<file path="src/rtl/flnc_pkg.sv">
// package for the flash lock and nonvolatile bit command unit
// assumes a 32-bit axi4-lite register bus and one clock domain
package flnc_pkg;
    localparam logic [31:0] off_mode = 32'h0000_0000;
    localparam logic [31:0] off_command = 32'h0000_0004;
    localparam logic [31:0] off_status = 32'h0000_0008;
    localparam logic [31:0] off_result = 32'h0000_000c;
    localparam logic [31:0] off_gp_control = 32'h0000_0010;
    localparam logic [31:0] mode_reset = 32'h0000_0000;
    localparam logic [7:0] protection_key = 8'h5a;
    localparam int key_lsb = 24;
    localparam int arg_lsb = 8;
    localparam int ready_bit = 0;
    localparam int cmd_error_bit = 1;
    localparam int lock_error_bit = 2;
    localparam int irq_enable_bit = 0;
    localparam int security_index = 0;
    localparam int trim8_lsb = 22;
    localparam int trim12_lsb = 32;
    localparam int trim_width = 7;
    localparam int word_bits = 32;
    localparam logic [1:0] resp_okay = 2'b00;
    localparam logic [1:0] resp_slverr = 2'b10;
    localparam real clock_mhz = 10.0;
    localparam real nvm_write_us = 1.0;
    localparam int nvm_write_cycles = int'(nvm_write_us * clock_mhz);
    localparam logic [7:0] set_lock_cmd = 8'h08;
    localparam logic [7:0] clear_lock_cmd = 8'h09;
    localparam logic [7:0] get_lock_cmd = 8'h0a;
    localparam logic [7:0] set_general_bit_cmd = 8'h0b;
    localparam logic [7:0] clear_general_bit_cmd = 8'h0c;
    localparam logic [7:0] get_general_bits_cmd = 8'h0d;
    localparam logic [7:0] start_identifier_cmd = 8'h0e;
    localparam logic [7:0] stop_identifier_cmd = 8'h0f;
    localparam logic [7:0] get_calibration_cmd = 8'h10;

    typedef enum logic [2:0] {
        flnc_src_none, flnc_src_lock, flnc_src_gp, flnc_src_calib
    } flnc_src_t;

    typedef struct packed {
        logic [7:0] code;
        logic [15:0] arg;
    } flnc_cmd_t;

    typedef struct packed {
        logic [31:0] addr;
        logic [31:0] data;
    } flnc_wreq_t;
endpackage

</file>
<file path="src/rtl/flnc_axil.sv">
// axi4-lite slave front end: captures one write and one read at a time
// assumes the core answers reads combinationally from its own registers
`timescale 1ns/100ps
module flnc_axil
    import flnc_pkg::*;
(
    input wire logic aclk,
    input wire logic aresetn,
    input wire logic [31:0] awaddr,
    input wire logic awvalid,
    output logic awready,
    input wire logic [31:0] wdata,
    input wire logic [3:0] wstrb,
    input wire logic wvalid,
    output logic wready,
    output logic [1:0] bresp,
    output logic bvalid,
    input wire logic bready,
    input wire logic [31:0] araddr,
    input wire logic arvalid,
    output logic arready,
    output logic [31:0] rdata,
    output logic [1:0] rresp,
    output logic rvalid,
    input wire logic rready,
    output logic wr_pulse,
    output flnc_pkg::flnc_wreq_t wr_req,
    input wire logic wr_ok,
    output logic rd_pulse,
    output logic [31:0] rd_addr,
    input wire logic [31:0] rd_data,
    input wire logic rd_ok
);
    typedef struct packed {
        logic aw_have;
        logic w_have;
        logic [31:0] aw;
        logic [31:0] wd;
        logic bvalid;
        logic [1:0] bresp;
        logic rvalid;
        logic [31:0] rdata;
        logic [1:0] rresp;
    } flnc_axil_state_t;
    flnc_axil_state_t st, next_st;
    logic do_wr;

    assign awready = !st.aw_have && !st.bvalid;
    assign wready = !st.w_have && !st.bvalid;
    assign arready = !st.rvalid;
    assign bvalid = st.bvalid;
    assign bresp = st.bresp;
    assign rvalid = st.rvalid;
    assign rdata = st.rdata;
    assign rresp = st.rresp;
    assign rd_pulse = arvalid && arready;
    assign rd_addr = araddr;

    always_comb begin
        next_st = st;
        do_wr = 1'b0;
        wr_req.addr = st.aw_have ? st.aw : awaddr;
        wr_req.data = st.w_have ? st.wd : wdata;
        if (awvalid && awready) begin
            next_st.aw_have = 1'b1;
            next_st.aw = awaddr;
        end
        if (wvalid && wready) begin
            next_st.w_have = 1'b1;
            next_st.wd = wdata;
        end
        if ((st.aw_have || (awvalid && awready)) &&
            (st.w_have || (wvalid && wready))) begin
            do_wr = 1'b1;
            next_st.aw_have = 1'b0;
            next_st.w_have = 1'b0;
            next_st.bvalid = 1'b1;
            next_st.bresp = wr_ok ? resp_okay : resp_slverr;
        end
        if (st.bvalid && bready) begin
            next_st.bvalid = 1'b0;
        end
        if (st.rvalid && rready) begin
            next_st.rvalid = 1'b0;
        end
        if (rd_pulse) begin
            next_st.rvalid = 1'b1;
            next_st.rdata = rd_ok ? rd_data : 32'h0000_0000;
            next_st.rresp = rd_ok ? resp_okay : resp_slverr;
        end
    end
    assign wr_pulse = do_wr && (wstrb == wstrb);

    always_ff @(posedge aclk) begin
        if (!aresetn) begin
            st <= '0;
        end else begin
            st <= next_st;
        end
    end
endmodule

</file>
<file path="src/rtl/flnc_nvm_cell.sv">
// nonvolatile bit array with a single-bit set/clear port
// assumes the array image survives only as long as its flops do
`timescale 1ns/100ps
module flnc_nvm_cell #(
    parameter int nbits = 8,
    parameter logic [nbits-1:0] init = '0
) (
    input wire logic aclk,
    input wire logic aresetn,
    input wire logic wr_en,
    input wire logic wr_val,
    input wire logic [15:0] wr_index,
    input wire logic clr_index0,
    output logic [nbits-1:0] bits
);
    typedef struct packed {
        logic [nbits-1:0] b;
    } flnc_cell_state_t;
    flnc_cell_state_t st, next_st;

    always_comb begin
        next_st = st;
        for (int i = 0; i < nbits; i++) begin
            if (wr_en && wr_index == 16'(i)) begin
                next_st.b[i] = wr_val;
            end
        end
        if (clr_index0) begin
            next_st.b[0] = 1'b0;
        end
    end
    assign bits = st.b;

    always_ff @(posedge aclk) begin
        if (!aresetn) begin
            st <= '{b: init};
        end else begin
            st <= next_st;
        end
    end
endmodule

</file>
<file path="src/rtl/flnc_core.sv">
// flash lock / nonvolatile bit command unit, top level
// assumes the flash read path, erase engine and debug ports sit outside
// Function
// [RULE1] software writes set-lock with page number
// [RULE2] set-lock done raises ready, optional interrupt
// [RULE3] out-of-range lock number changes nothing
// [RULE4] only command error reported for these
// [RULE5] clear-lock unlocks region then ready
// [RULE6] get-lock ignores argument, fills result
// [RULE7] lock words lowest first, extra reads zero
// [RULE8] bit n set means region n locked
// [RULE9] flash reads continue during lock commands
// [RULE10] set general bit then ready, interrupt
// [RULE11] out-of-range general bit number ignored
// [RULE12] clear general bit then ready, interrupt
// [RULE13] get general bits in words, extras zero
// [RULE14] flash reads continue during general commands
// [RULE15] calibration bits read only, separate plane
// [RULE16] get calibration words lowest first, extras zero
// [RULE17] trims at bits 28:22 and 38:32
// [RULE18] security bit blocks debug and parallel access
// [RULE19] security cleared only by erase pin, full erase; the code also clears it with clear general bit on bit 0
// [RULE20] start identifier drops ready, maps identifier
// [RULE21] stop identifier restores map, raises ready
// [RULE22] software avoids running from flash meanwhile
// [RULE23] wrong key starts nothing, sets command error
// [RULE24] errors clear on status read, command write
// [RULE25] mode bit 0 enables ready interrupt
// [RULE26] result pointer restarts on accepted command
`timescale 1ns/100ps
module flnc_core
    import flnc_pkg::*;
#(
    parameter int lock_bits = 16,
    parameter int gp_bits = 2,
    parameter int calib_bits = 64,
    parameter logic [calib_bits-1:0] calib_value = '0,
    parameter int busy_cycles = nvm_write_cycles
) (
    input wire logic aclk,
    input wire logic aresetn,
    input wire logic [31:0] awaddr,
    input wire logic awvalid,
    output logic awready,
    input wire logic [31:0] wdata,
    input wire logic [3:0] wstrb,
    input wire logic wvalid,
    output logic wready,
    output logic [1:0] bresp,
    output logic bvalid,
    input wire logic bready,
    input wire logic [31:0] araddr,
    input wire logic arvalid,
    output logic arready,
    output logic [31:0] rdata,
    output logic [1:0] rresp,
    output logic rvalid,
    input wire logic rready,
    input wire logic erase_pin,
    input wire logic full_erase_done,
    output logic ready_irq,
    output logic identifier_mapped,
    output logic security_block,
    output logic flash_read_allowed,
    output logic [lock_bits-1:0] region_locked,
    output logic [6:0] trim_8mhz,
    output logic [6:0] trim_12mhz
);
    localparam int lock_words = (lock_bits + word_bits - 1) / word_bits;
    localparam int gp_words = (gp_bits + word_bits - 1) / word_bits;
    localparam int cal_words = (calib_bits + word_bits - 1) / word_bits;
    localparam int lock_pad = lock_words * word_bits;
    localparam int gp_pad = gp_words * word_bits;
    localparam int cal_pad = cal_words * word_bits;

    typedef enum logic [1:0] {
        st_idle, st_busy, st_ident
    } flnc_phase_t;

    typedef struct packed {
        logic [31:0] mode;
        logic ready;
        logic cmd_err;
        logic lock_err;
        flnc_phase_t phase;
        flnc_cmd_t cmd;
        logic [15:0] count;
        flnc_src_t src;
        logic [15:0] ptr;
        logic erase_armed;
        logic ready_q;
    } flnc_core_state_t;

    flnc_core_state_t st, next_st;
    logic wr_pulse;
    flnc_wreq_t wr_req;
    logic rd_pulse;
    logic [31:0] rd_addr;
    logic [31:0] rd_data;
    logic rd_ok;
    logic wr_ok;
    logic lock_we;
    logic gp_we;
    logic nvm_val;
    logic sec_clear;
    logic [gp_bits-1:0] gp_state;
    logic [lock_pad-1:0] lock_flat;
    logic [gp_pad-1:0] gp_flat;
    logic [cal_pad-1:0] cal_flat;
    logic [31:0] result_word;
    logic cmd_write;
    logic key_ok;

    flnc_axil u_bus (
        .aclk(aclk),
        .aresetn(aresetn),
        .awaddr(awaddr),
        .awvalid(awvalid),
        .awready(awready),
        .wdata(wdata),
        .wstrb(wstrb),
        .wvalid(wvalid),
        .wready(wready),
        .bresp(bresp),
        .bvalid(bvalid),
        .bready(bready),
        .araddr(araddr),
        .arvalid(arvalid),
        .arready(arready),
        .rdata(rdata),
        .rresp(rresp),
        .rvalid(rvalid),
        .rready(rready),
        .wr_pulse(wr_pulse),
        .wr_req(wr_req),
        .wr_ok(wr_ok),
        .rd_pulse(rd_pulse),
        .rd_addr(rd_addr),
        .rd_data(rd_data),
        .rd_ok(rd_ok)
    );

    flnc_nvm_cell #(.nbits(lock_bits)) u_lock (
        .aclk(aclk),
        .aresetn(aresetn),
        .wr_en(lock_we),
        .wr_val(nvm_val),
        .wr_index(st.cmd.arg),
        .clr_index0(1'b0),
        .bits(region_locked)
    );

    flnc_nvm_cell #(.nbits(gp_bits)) u_gp (
        .aclk(aclk),
        .aresetn(aresetn),
        .wr_en(gp_we),
        .wr_val(nvm_val),
        .wr_index(st.cmd.arg),
        .clr_index0(sec_clear),
        .bits(gp_state)
    );

    // zero-padded word images of each result source
    assign lock_flat = lock_pad'(region_locked); // RULE8
    assign gp_flat = gp_pad'(gp_state);
    assign cal_flat = cal_pad'(calib_value); // RULE15
    assign trim_8mhz = cal_flat[trim8_lsb +: trim_width]; // RULE17
    assign trim_12mhz = cal_flat[trim12_lsb +: trim_width]; // RULE17

    // result word by source and read pointer
    always_comb begin
        result_word = 32'h0000_0000;
        unique case (st.src)
            flnc_src_lock: begin
                if (st.ptr < 16'(lock_words)) begin
                    result_word = lock_flat[st.ptr*word_bits +: 32]; // RULE7
                end
            end
            flnc_src_gp: begin
                if (st.ptr < 16'(gp_words)) begin
                    result_word = gp_flat[st.ptr*word_bits +: 32]; // RULE13
                end
            end
            flnc_src_calib: begin
                if (st.ptr < 16'(cal_words)) begin
                    result_word = cal_flat[st.ptr*word_bits +: 32]; // RULE16
                end
            end
            default: result_word = 32'h0000_0000;
        endcase
    end

    // register read mux
    always_comb begin
        rd_ok = 1'b1;
        rd_data = 32'h0000_0000;
        unique case (rd_addr)
            off_mode: rd_data = st.mode;
            off_command: rd_data = 32'h0000_0000;
            off_status: begin
                rd_data[ready_bit] = st.ready;
                rd_data[cmd_error_bit] = st.cmd_err;
                rd_data[lock_error_bit] = st.lock_err;
            end
            off_result: rd_data = result_word;
            off_gp_control: rd_data = 32'(gp_state);
            default: rd_ok = 1'b0;
        endcase
    end

    assign wr_ok = wr_req.addr == off_mode ||
        wr_req.addr == off_command || wr_req.addr == off_status ||
        wr_req.addr == off_result || wr_req.addr == off_gp_control;
    assign cmd_write = wr_pulse && wr_req.addr == off_command;
    assign key_ok = wr_req.data[key_lsb +: 8] == protection_key; // RULE23

    // completion of a write-type command updates the nvm arrays
    always_comb begin
        lock_we = 1'b0;
        gp_we = 1'b0;
        nvm_val = 1'b0;
        if (st.phase == st_busy && st.count == 16'h0000) begin
            unique case (st.cmd.code)
                set_lock_cmd: begin
                    lock_we = st.cmd.arg < 16'(lock_bits); // RULE1 RULE3
                    nvm_val = 1'b1;
                end
                clear_lock_cmd: begin
                    lock_we = st.cmd.arg < 16'(lock_bits); // RULE5 RULE3
                end
                set_general_bit_cmd: begin
                    gp_we = st.cmd.arg < 16'(gp_bits); // RULE10 RULE11
                    nvm_val = 1'b1;
                end
                clear_general_bit_cmd: begin
                    gp_we = st.cmd.arg < 16'(gp_bits); // RULE12 RULE11
                end
                default: nvm_val = 1'b0;
            endcase
        end
    end

    // security bit: erase pin plus full erase clears it, as does clear general bit with argument 0
    assign sec_clear = st.erase_armed && full_erase_done; // RULE19

    always_comb begin
        next_st = st;
        next_st.ready_q = st.ready;
        next_st.erase_armed = erase_pin;
        if (rd_pulse && rd_addr == off_status) begin
            next_st.cmd_err = 1'b0; // RULE24
            next_st.lock_err = 1'b0;
        end
        if (rd_pulse && rd_addr == off_result) begin
            next_st.ptr = st.ptr + 16'h0001; // RULE7
        end
        if (wr_pulse && wr_req.addr == off_mode) begin
            next_st.mode = wr_req.data;
        end
        if (st.phase == st_busy) begin
            if (st.count != 16'h0000) begin
                next_st.count = st.count - 16'h0001;
            end else if (st.cmd.code == start_identifier_cmd) begin
                next_st.phase = st_ident; // RULE20
            end else begin
                next_st.phase = st_idle;
                next_st.ready = 1'b1; // RULE2 RULE10 RULE12 RULE21
            end
        end
        if (cmd_write) begin
            next_st.cmd_err = 1'b0; // RULE24
            next_st.lock_err = 1'b0;
            if (!key_ok) begin
                next_st.cmd_err = 1'b1; // RULE23 RULE4
            end else if (st.phase == st_idle ||
                (st.phase == st_ident &&
                wr_req.data[7:0] == stop_identifier_cmd)) begin
                next_st.cmd.code = wr_req.data[7:0];
                next_st.cmd.arg = wr_req.data[arg_lsb +: 16];
                next_st.ptr = 16'h0000; // RULE26
                next_st.phase = st_busy;
                next_st.ready = 1'b0;
                next_st.count = 16'(busy_cycles);
                unique case (wr_req.data[7:0])
                    get_lock_cmd: next_st.src = flnc_src_lock; // RULE6
                    get_general_bits_cmd: next_st.src = flnc_src_gp;
                    get_calibration_cmd: next_st.src = flnc_src_calib;
                    set_lock_cmd, clear_lock_cmd, set_general_bit_cmd,
                    clear_general_bit_cmd, start_identifier_cmd,
                    stop_identifier_cmd: next_st.src = flnc_src_none;
                    default: begin
                        next_st.cmd_err = 1'b1;
                        next_st.phase = st.phase;
                        next_st.ready = st.ready;
                        next_st.cmd = st.cmd;
                        next_st.ptr = st.ptr;
                        next_st.count = st.count;
                    end
                endcase
            end else begin
                next_st.cmd_err = 1'b1;
            end
        end
    end

    assign ready_irq = st.mode[irq_enable_bit] && st.ready; // RULE25
    assign identifier_mapped = st.phase == st_ident; // RULE20
    assign security_block = gp_state[security_index]; // RULE18
    assign flash_read_allowed = st.phase != st_ident; // RULE9 RULE14 RULE22

    always_ff @(posedge aclk) begin
        if (!aresetn) begin
            st <= '{mode: mode_reset, ready: 1'b1, phase: st_idle,
                src: flnc_src_none, default: '0};
        end else begin
            st <= next_st;
        end
    end
endmodule

</file>
<file path="config.mk">
export PLATFORM = sky130hd
export DESIGN_NAME = flnc_core
export DESIGN_NICKNAME = d
export VERILOG_FILES = /design/src/rtl/flnc_pkg.sv /design/src/rtl/flnc_axil.sv /design/src/rtl/flnc_nvm_cell.sv /design/src/rtl/flnc_core.sv
export SDC_FILE = /design/constraint.sdc
export NUM_CORES = 1
export LEC_CHECK = 0
export BUFFER_PORTS_ARGS = -buffer_cell sky130_fd_sc_hd__buf_2
export CORE_ASPECT_RATIO = 1.25
export CORE_UTILIZATION = 50
export CTS_BUF_LIST = sky130_fd_sc_hd__clkbuf_8 sky130_fd_sc_hd__clkbuf_16
export CTS_CLUSTER_DIAMETER = 80
export DETAILED_ROUTE_END_ITERATION = 10
export PLACE_DENSITY = 0.78
export SYNTH_ARGS = -nofsm -noshare
export SYNTH_HDL_FRONTEND = slang
export SYNTH_SLANG_ARGS = --single-unit
</file>
<file path="constraint.sdc">
create_clock -name aclk -period 3.9 [get_ports aclk]
set_clock_uncertainty 0.05 [all_clocks]
set_input_delay 0.585 -clock aclk [delete_from_list [all_inputs] [get_ports aclk]]
set_output_delay 0.585 -clock aclk [all_outputs]
set_load 0.005 [all_outputs]
</file>
# --- Word level (Yosys, flattened, before mapping) ---
# Cells that the tools add are included.
totals:
  register_bits: 218
  inputBits: 109
  word_cells: 199
classes:
  addsub: 2
  magnitude_cmp: 4
  eq_ne: 45
  n_shift: 3
  n_mux: 42
  bitwise_logic: 1
  reduce_logical: 65
op_table:
  columns: ["cell", "n"]
  rows:
  - ["$mux 32", 6]
  - ["$eq 16x4->1 const B", 8]
  - ["$eq 32x4->1 const B", 4]
  - ["$mux 61", 2]
  - ["$eq 8x4->1 const B", 13]
  - ["$pmux 32 s3", 1]
  - ["$eq 16x3->1 const B", 4]
  - ["$eq 32x3->1 const B", 2]
  - ["$eq 32x5->1 const B", 2]
  - ["$logic_not 32->1", 2]
  - ["$mux 16", 4]
  - ["$mux 64", 1]
  - ["$shiftx 32x22->32", 2]
  - ["$shiftx 64x22->32 const A", 1]
  - ["$pmux 29 s2", 1]
  - ["$mux 42", 1]
  - ["$mux 35", 1]
  - ["$logic_and 1x1->1", 34]
  - ["$eq 16x2->1 const B", 2]
  - ["$logic_not 16->1", 2]
  - ["$lt 16x2->1 const B", 2]
  - ["$pmux 3 s4", 2]
  - ["$add 16x1->16 const B", 1]
  - ["$eq 16x1->1 const B", 1]
  - ["other kinds (25)", 63]

# --- Longest topological paths before layout ---
# Gate-level depths: netlist of run 1.
depth:
  ltp_word: 8
  mapped_depth: 10
  mapped_depth_nobuf: 9

# --- Cells and area by module ---
# A second synthesis of run 1 with hierarchy kept.
unflattened:
  hier_cells: 1270
  area_unflattened_um2: 10760.3
modules_own_cells:
  columns: ["mod", "n_inst", "cells_each", "area_each_um2"]
  rows:
  - ["flnc_axil", 1, 592, 5196.2]
  - ["flnc_core", 1, 590, 4664.5]
  - ["flnc_nvm_cell (u_lock)", 1, 73, 753.2]
  - ["flnc_nvm_cell (u_gp)", 1, 15, 146.4]

# --- Worst setup path before layout of run 1 ---
# No wires, ideal clock.
synth_path:
  kind: "reg-to-reg"
  from: "register st[32] (netlist name)"
  to: "register u_lock.st (netlist bit u_lock.bits[11])"
  setup_time_ps: 128
  arrival_time_ps: 2986
  required_ps: 3722
  setup_slack_ps: 737
  path_stages_with_launch: 10
  n_path_buf: 2
  synth_period_minus_slack_ps: 3163
  path_cell_list: "dfxtp_1 -> buf_6 -> or4_4 -> or4_1 -> or4_1 -> buf_2 -> or4_4 -> nor3b_2 -> mux2i_1 -> nor2_1"
synth_via:
  elab_chain_cells: 4
  elab_cells_between_ends: 5
  classes_between: "mux (2); reduce/logical (3)"
synth_rtl:
  columns: ["element", "line", "text"]
  rows:
  - ["start, declared", "flnc_core.sv:94", "flnc_core_state_t st, next_st;"]
  - ["start signal, assigned", "flnc_core.sv:313", "st <= '{mode: mode_reset, ready: 1'b1, phase: st_idle,"]
  - ["start signal, assigned", "flnc_core.sv:316", "st <= next_st;"]
  - ["$logic_not 16->1 *", "flnc_core.sv:222", "if (st.phase == st_busy && st.count == 16'h0000) begin"]
  - ["$logic_and 1x1->1 *", "flnc_core.sv:222", null]
  - ["$mux 1", "flnc_core.sv:222", null]
  - ["$logic_and 1x1->1", "flnc_nvm_cell.sv:24", "if (wr_en && wr_index == 16'(i)) begin"]
  - ["end signal, assigned", "flnc_nvm_cell.sv:36", "st <= '{b: init};"]
  - ["end signal, assigned", "flnc_nvm_cell.sv:38", "st <= next_st;"]
  - ["end, declared", "flnc_nvm_cell.sv:19", "flnc_cell_state_t st, next_st;"]
# Mark *: on every way between the ends. The rest lies on a longest branch, timed or not.
# A chain may end at the register's enable or synchronous reset.

# --- Worst setup path after layout of run 1 ---
layout_path:
  from: "register st[32] (netlist name)"
  to: "register u_lock.st (netlist bit u_lock.bits[12])"
# The elaborated chain is that of the path after synthesis.

==> run metrics, run 1 <==
ANT nets after route 0; delay-heaviest family, CP simple AND/OR/NAND/NOR gates; commonest non-fill, non-tap cells in the layout dfxtp_1, nand2_1, buf_2; Cell Pwr Density approximately 440 nW/um^2; #FFs+latches synth approximately 220; synth unique cells 59; max_cap viols 0; Worst EP arrival ~3.7 ns; Synth Area in Simple Gates between 20% and 30%; slowest CP cell nor4_2; period utilization between 80% and 90%; placed inst area between 10,000 and 15,000 um^2; largest net degree at the start of global routing 65; initial core utilization between 50% and 60%; sequential share of power 47.2%; multiplexer area fraction after synthesis 4.79%; fin crit period about 3.4 ns; Die X roughly 130 um; worst min path class input port to flip-flop; Combinational Power Share slightly above 8%; crit end category flip-flop; # IOs 184; Clock Path Buffers 3; critical path fanouts, max 7; DR DRC count 0; Clock Tree Root clkbuf_16; global-route wire length before repair 37.8 mm; DIE HEIGHT between 150 and 200 um; Gate Count Post-Synth 1,196; Routed WL per cell roughly 15 um; Top FF cell, synth dfxtp_1; initial detailed-routing violation count 646; critical path startpoint category flip-flop; Int Power 3720 uW; Port Buf Inserts around 160; number of flops mapped to enable cells by yosys 0; core footprint about 19,000 um^2; DR pass1 iterations 7; XOR/XNOR Fraction of Synth Area less than 1%; Adder-Cell Fraction of Synth Area 0.387%; H-tree levels 1; commonest non-fill, non-tap cell in the layout dfxtp_1; syn avg cell area ~8.1 um^2; post-cts resize count 0; Final HPWL DP between 15 and 20 mm; fmax just under 300 MHz; Sw Pwr approximately 1100 uW; Leakage around 0.0042 uW; switch share a little under a quarter; Total Routing Usage GR a little under a quarter; status completed; largest family of logic cells by synthesized area simple AND/OR/NAND/NOR gates; CP dominant cell by count or4_1; Yosys top cell by area dfxtp_1; Clock power frac between 40% and 50%; crit-path max cell delay around 0.65 ns; Worst-Skew Late Latency ~0.5 ns; sequential element share of the synthesized area between 40% and 50%; Compound-Gate Fraction of Synth Area ~17%; DR vias approximately 8,700; vias in the first global route slightly below 8,000; Worst-Margin Slew roughly 1.1 ns; Slew Limit Fails 0; num rows 56; final net count approximately 1,400; final instance area roughly 11,000 um^2; Ys Warns 0; total CTS buffers 22; synthesis-to-finish area growth 14.8%; initial antenna violation count 3; worst path required time roughly 4.2 ns; clock transition at the registers of the reported paths around 0.06 ns; WS Path Type flip-flop to flip-flop; clk sinks approximately 220; final hold violations 0; largest cells by area after synthesis dfxtp_1, nand2_1, a21oi_1; CTS tree built; setup bufs post-CTS 0; worst-path cell chain or4_4 > or4_1 > or4_1 > nor4_2 > nand3_1 > mux2i_1 > nor2_1; layout cell share with drive strength beyond 1 18.1%; Mapped Area ~9700 um^2; full die area 20,000 um^2; async set or reset register ratio after synthesis 0%; routability cong. between 0.8 and 0.9; final setup fails 0; Post-Route WL 23.7 mm; Overflow after GRT 0; Rel. slew slack between 20% and 30%; setup TNS 0 ns; unrepaired setup endpoints after global routing no; worst vdd ir 0.301 mV; WP buf/inv 0; Synth top area share 44.4%; Via density approximately 5.7; hold_buf cts 0
==> stage by stage <==
step / std cells / setup WS, ns / total power [uW] / hold WS (ns) / utilization (%)
3_3_place_gp: 1498 / 0.530 / 2740 / 0.366 / 55.0
6_report: 1539 / 0.518 / 4870 / 0.221 / 59.1
4_1_cts: 1538 / 0.556 / 4890 / 0.209 / 59.0
5_1_grt: 1538 / 0.362 / 5050 / 0.220 / 59.0
2_1_floorplan: 1211 / 0.737 / 2620 / 0.347 / -
3_5_place_dp: 1498 / 0.508 / 2750 / 0.368 / 55.0
==> registers in the layout, summed over array words and instances (netlist names) <==
signal        count
next_st           1
st               94
u_bus.bresp       1
u_bus.bvalid      1
u_bus.rdata      32
u_bus.rresp       1
u_bus.rvalid      1
u_bus.st         66
u_gp.bits         2
u_lock.bits      16
==> path summary, 6_finish.rpt <==
check	from	slack [ns]	cells past startpoint	to
setup / recovery	st[32]	0.52	7	u_lock.bits[12]
hold / removal	rready	0.22	2	u_bus.rvalid
setup reg to reg	st[32]	0.52	7	u_lock.bits[12]
hold reg to reg	st[59]	0.38	2	st[59]
==> kinds of logic (layout without fill, tap and decap cells) <==
family,count (synthesis),after routing
compound gates,265,265
xor+xnor,4,4
fa+ha+maj,3,3
buf+inv,146,241
flops,215,215
mux,46,46
other cells,1,17
simple gates,516,516
==> synthesized netlist by cell type (all sizes together) (6+ instances only) <==
| library cell | number |
|---|---|
| nand2 | 206 |
| a21oi | 111 |
| and2 | 6 |
| o211a | 6 |
| nor4 | 33 |
| dfxtp | 215 |
| or4 | 8 |
| nor2 | 112 |
| or3 | 7 |
| clkbuf | 64 |
| mux2i | 43 |
| inv | 21 |
| nor3b | 7 |
| a211oi | 60 |
| o21a | 7 |
| nand3b | 7 |
| nor2b | 13 |
| a22oi | 15 |
| nor3 | 37 |
| nand3 | 46 |
| buf | 60 |
| a31oi | 6 |
| o21ai | 29 |
| a32o | 6 |
| nand4 | 12 |
==> per-layer routing <==
metal / wire (um) / GRT usage, % / vias to the layer above
met5: 10 / 0 / -
met4: 477 / 6.43 / 2
met3: 1860 / 4.83 / 35
met2: 10600 / 37.8 / 307
met1: 10700 / 31.1 / 4011
li1: - / - / 4369
==> power by group through the flow <==
| stage | Sequential, uW | Combinational [uW] | Clock [uW] |
|---|---|---|---|
| floorplan | 2330 | 282 | 0 |
| global placement | 2340 | 396 | 0 |
| CTS | 2300 | 403 | 2190 |
| global route | 2310 | 448 | 2300 |
| finish | 2300 | 402 | 2160 |
| detailed placement | 2350 | 401 | 0 |
==> layout make-up <==
class                   count  area (um^2)
repair buffers            179          961
flip-flops and latches    215         4310
diodes                      1         2.50
clock buffers              29          658
fillers                  1638         7720
clock inverters            11          105
inverters                  22         85.1
multi-input cells         850         4720
well taps                 232          290
(Power assumes the default switching activity.)
==> inputs of run 2 (changes only) <==
Settings changed: RECOVER_POWER set to 25, SKIP_CTS_REPAIR_TIMING set to 1.
==> run metrics, run 2 (synthesis results as in run 1) <==
max_cap viols 0 (unchanged); final hold violations 0 (unchanged); most flop-heavy register st; Worst EP arrival 3.72 ns (+0.02 ns); global-route wire length before repair 37.8 mm (unchanged); last element of the critical path next_st[0]; Routed WL per cell 15.3 um (-0.20%); CP Launch Point u_bus.st[102]; Total Power 4860 uW (about the same); commonest non-fill, non-tap cell in the layout dfxtp_1; # IOs 184 (unchanged); ANT nets after route 0 (unchanged); total CTS buffers 22 (unchanged); final setup fails 0 (unchanged); fmax 296 MHz (about the same); Clock Path Buffers 3 (unchanged); critical path fanouts, max 57 (+50); WS Path Type flip-flop to flip-flop; Final HPWL DP 16.6 mm (unchanged); Overflow after GRT 0 (unchanged); clock transition at the registers of the reported paths 0.06 ns (about the same); critical path startpoint category flip-flop; fin crit period 3.38 ns (-0.000508 ns); num rows 56 (unchanged); worst min path class input port to flip-flop; routability cong. 0.869 (unchanged); largest net degree at the start of global routing 65 (unchanged); Port Buf Inserts 163 (unchanged); max reg flops 94 (unchanged); Cell Pwr Density 438 nW/um^2 (+0.28%); synthesis-to-finish area growth 14.4%; DR DRC count 0 (unchanged); commonest non-fill, non-tap cells in the layout dfxtp_1, nand2_1, buf_2; Slew Limit Fails 0 (unchanged); H-tree levels 1 (unchanged); final net count 1,402 (unchanged); Leakage 0.00414 uW (-2.5%); Worst-Skew Late Latency 0.50 ns (about the same); status completed; crit end category flip-flop; worst reg2reg endpoint next_st[0]; worst vdd ir 0.301 mV (about the same); Post-Route WL 23.6 mm (-0.20%); initial detailed-routing violation count 687 (+6.3%); worst path required time 4.24 ns (+0.02 ns); vias in the first global route 7,745 (unchanged); CTS tree built; full die area 20,000 um^2 (unchanged); Via density 5.64 (-0.44%); R2R depth 9 (+2); Clock Tree Root clkbuf_16; Die X 127 um (unchanged); core footprint 18,800 um^2 (unchanged); DR pass1 iterations 6 (-1); setup TNS 0 ns (unchanged); layout cell share with drive strength beyond 1 16.1% (-2.0 points); R2R Setup Slk 0.52 ns (about the same); unrepaired setup endpoints after global routing no; initial core utilization 51.4% (unchanged); clk sinks 215 (unchanged); initial antenna violation count 3 (unchanged); Rel. slew slack 18.2% (-6.0 points); Worst-Margin Slew 1.23 ns (+0.0900 ns); period utilization 86.7% (about the same); Total Routing Usage GR 23.2% (unchanged); DIE HEIGHT 158 um (unchanged); worst r2r src u_bus.st[102]; DR vias 8,686 (-0.44%)
[run 2: cell types whose count changed in the layout (fill, tap and decap cells not counted), sizes merged]
cell	before	now
clkbuf	29	54
buf	179	154
[run 2: cell type report]
class                      instances  area [um^2]
antenna                            1         2.50
clock buffer                      29          658
clock inverter                    11          105
fill                            1661         7760
inverter                          22         85.1
multi-input combinational        850         4720
sequential                       215         4300
tap                              232          290
timing repair buffer             179          926
[run 2: worst min-delay path by stage]
| stage | startpoint | end | slack, ns | depth (start not counted) |
|---|---|---|---|---|
| after floorplan | st[1] | u_gp.bits[0] | 0.35 | 1 |
| after global placement | st[59] | st[59] | 0.37 | 2 |
| after detailed placement | st[59] | st[59] | 0.37 | 2 |
| after CTS | rready | u_bus.rvalid | 0.21 | 2 |
| after global routing | rready | u_bus.rvalid | 0.22 | 2 |
| final | rready | u_bus.rvalid | 0.22 | 2 |
[run 2: critical path, stage by stage (launching register included)]
cell       delay [ns]
dfxtp_1          0.36
buf_4            0.56
mux2_2           0.43
a2111oi_0        0.48
buf_4            0.21
nor2_1           0.10
nor4_2           0.38
buf_12           0.29
inv_1            0.09
a211o_1          0.29
[run 2: layer usage]
layer / wire length, um / GRT usage [%]
met1: 10900 / 31.1
met2: 10500 / 37.8
met3: 1710 / 4.83
met4: 459 / 6.43
met5: 10 / 0
[run 2: power breakdown]
group | internal (uW) | switching (uW)
Clock | 1310 | 847
Combinational | 148 | 253
Sequential | 2260 | 41.0
[run 2: per-stage QoR]
step / instance area (um^2) / hold WS (ns) / util, % / std cells / setup slack, ns
3_3_place_gp: 10400 / 0.366 / 55.0 / 1498 / 0.530
2_1_floorplan: 9750 / 0.347 / - / 1211 / 0.737
5_1_grt: 11100 / 0.220 / 58.8 / 1538 / 0.315
6_report: 11100 / 0.224 / 58.8 / 1539 / 0.518
4_1_cts: 11100 / 0.209 / 59.0 / 1538 / 0.556
3_5_place_dp: 10400 / 0.368 / 55.0 / 1498 / 0.508
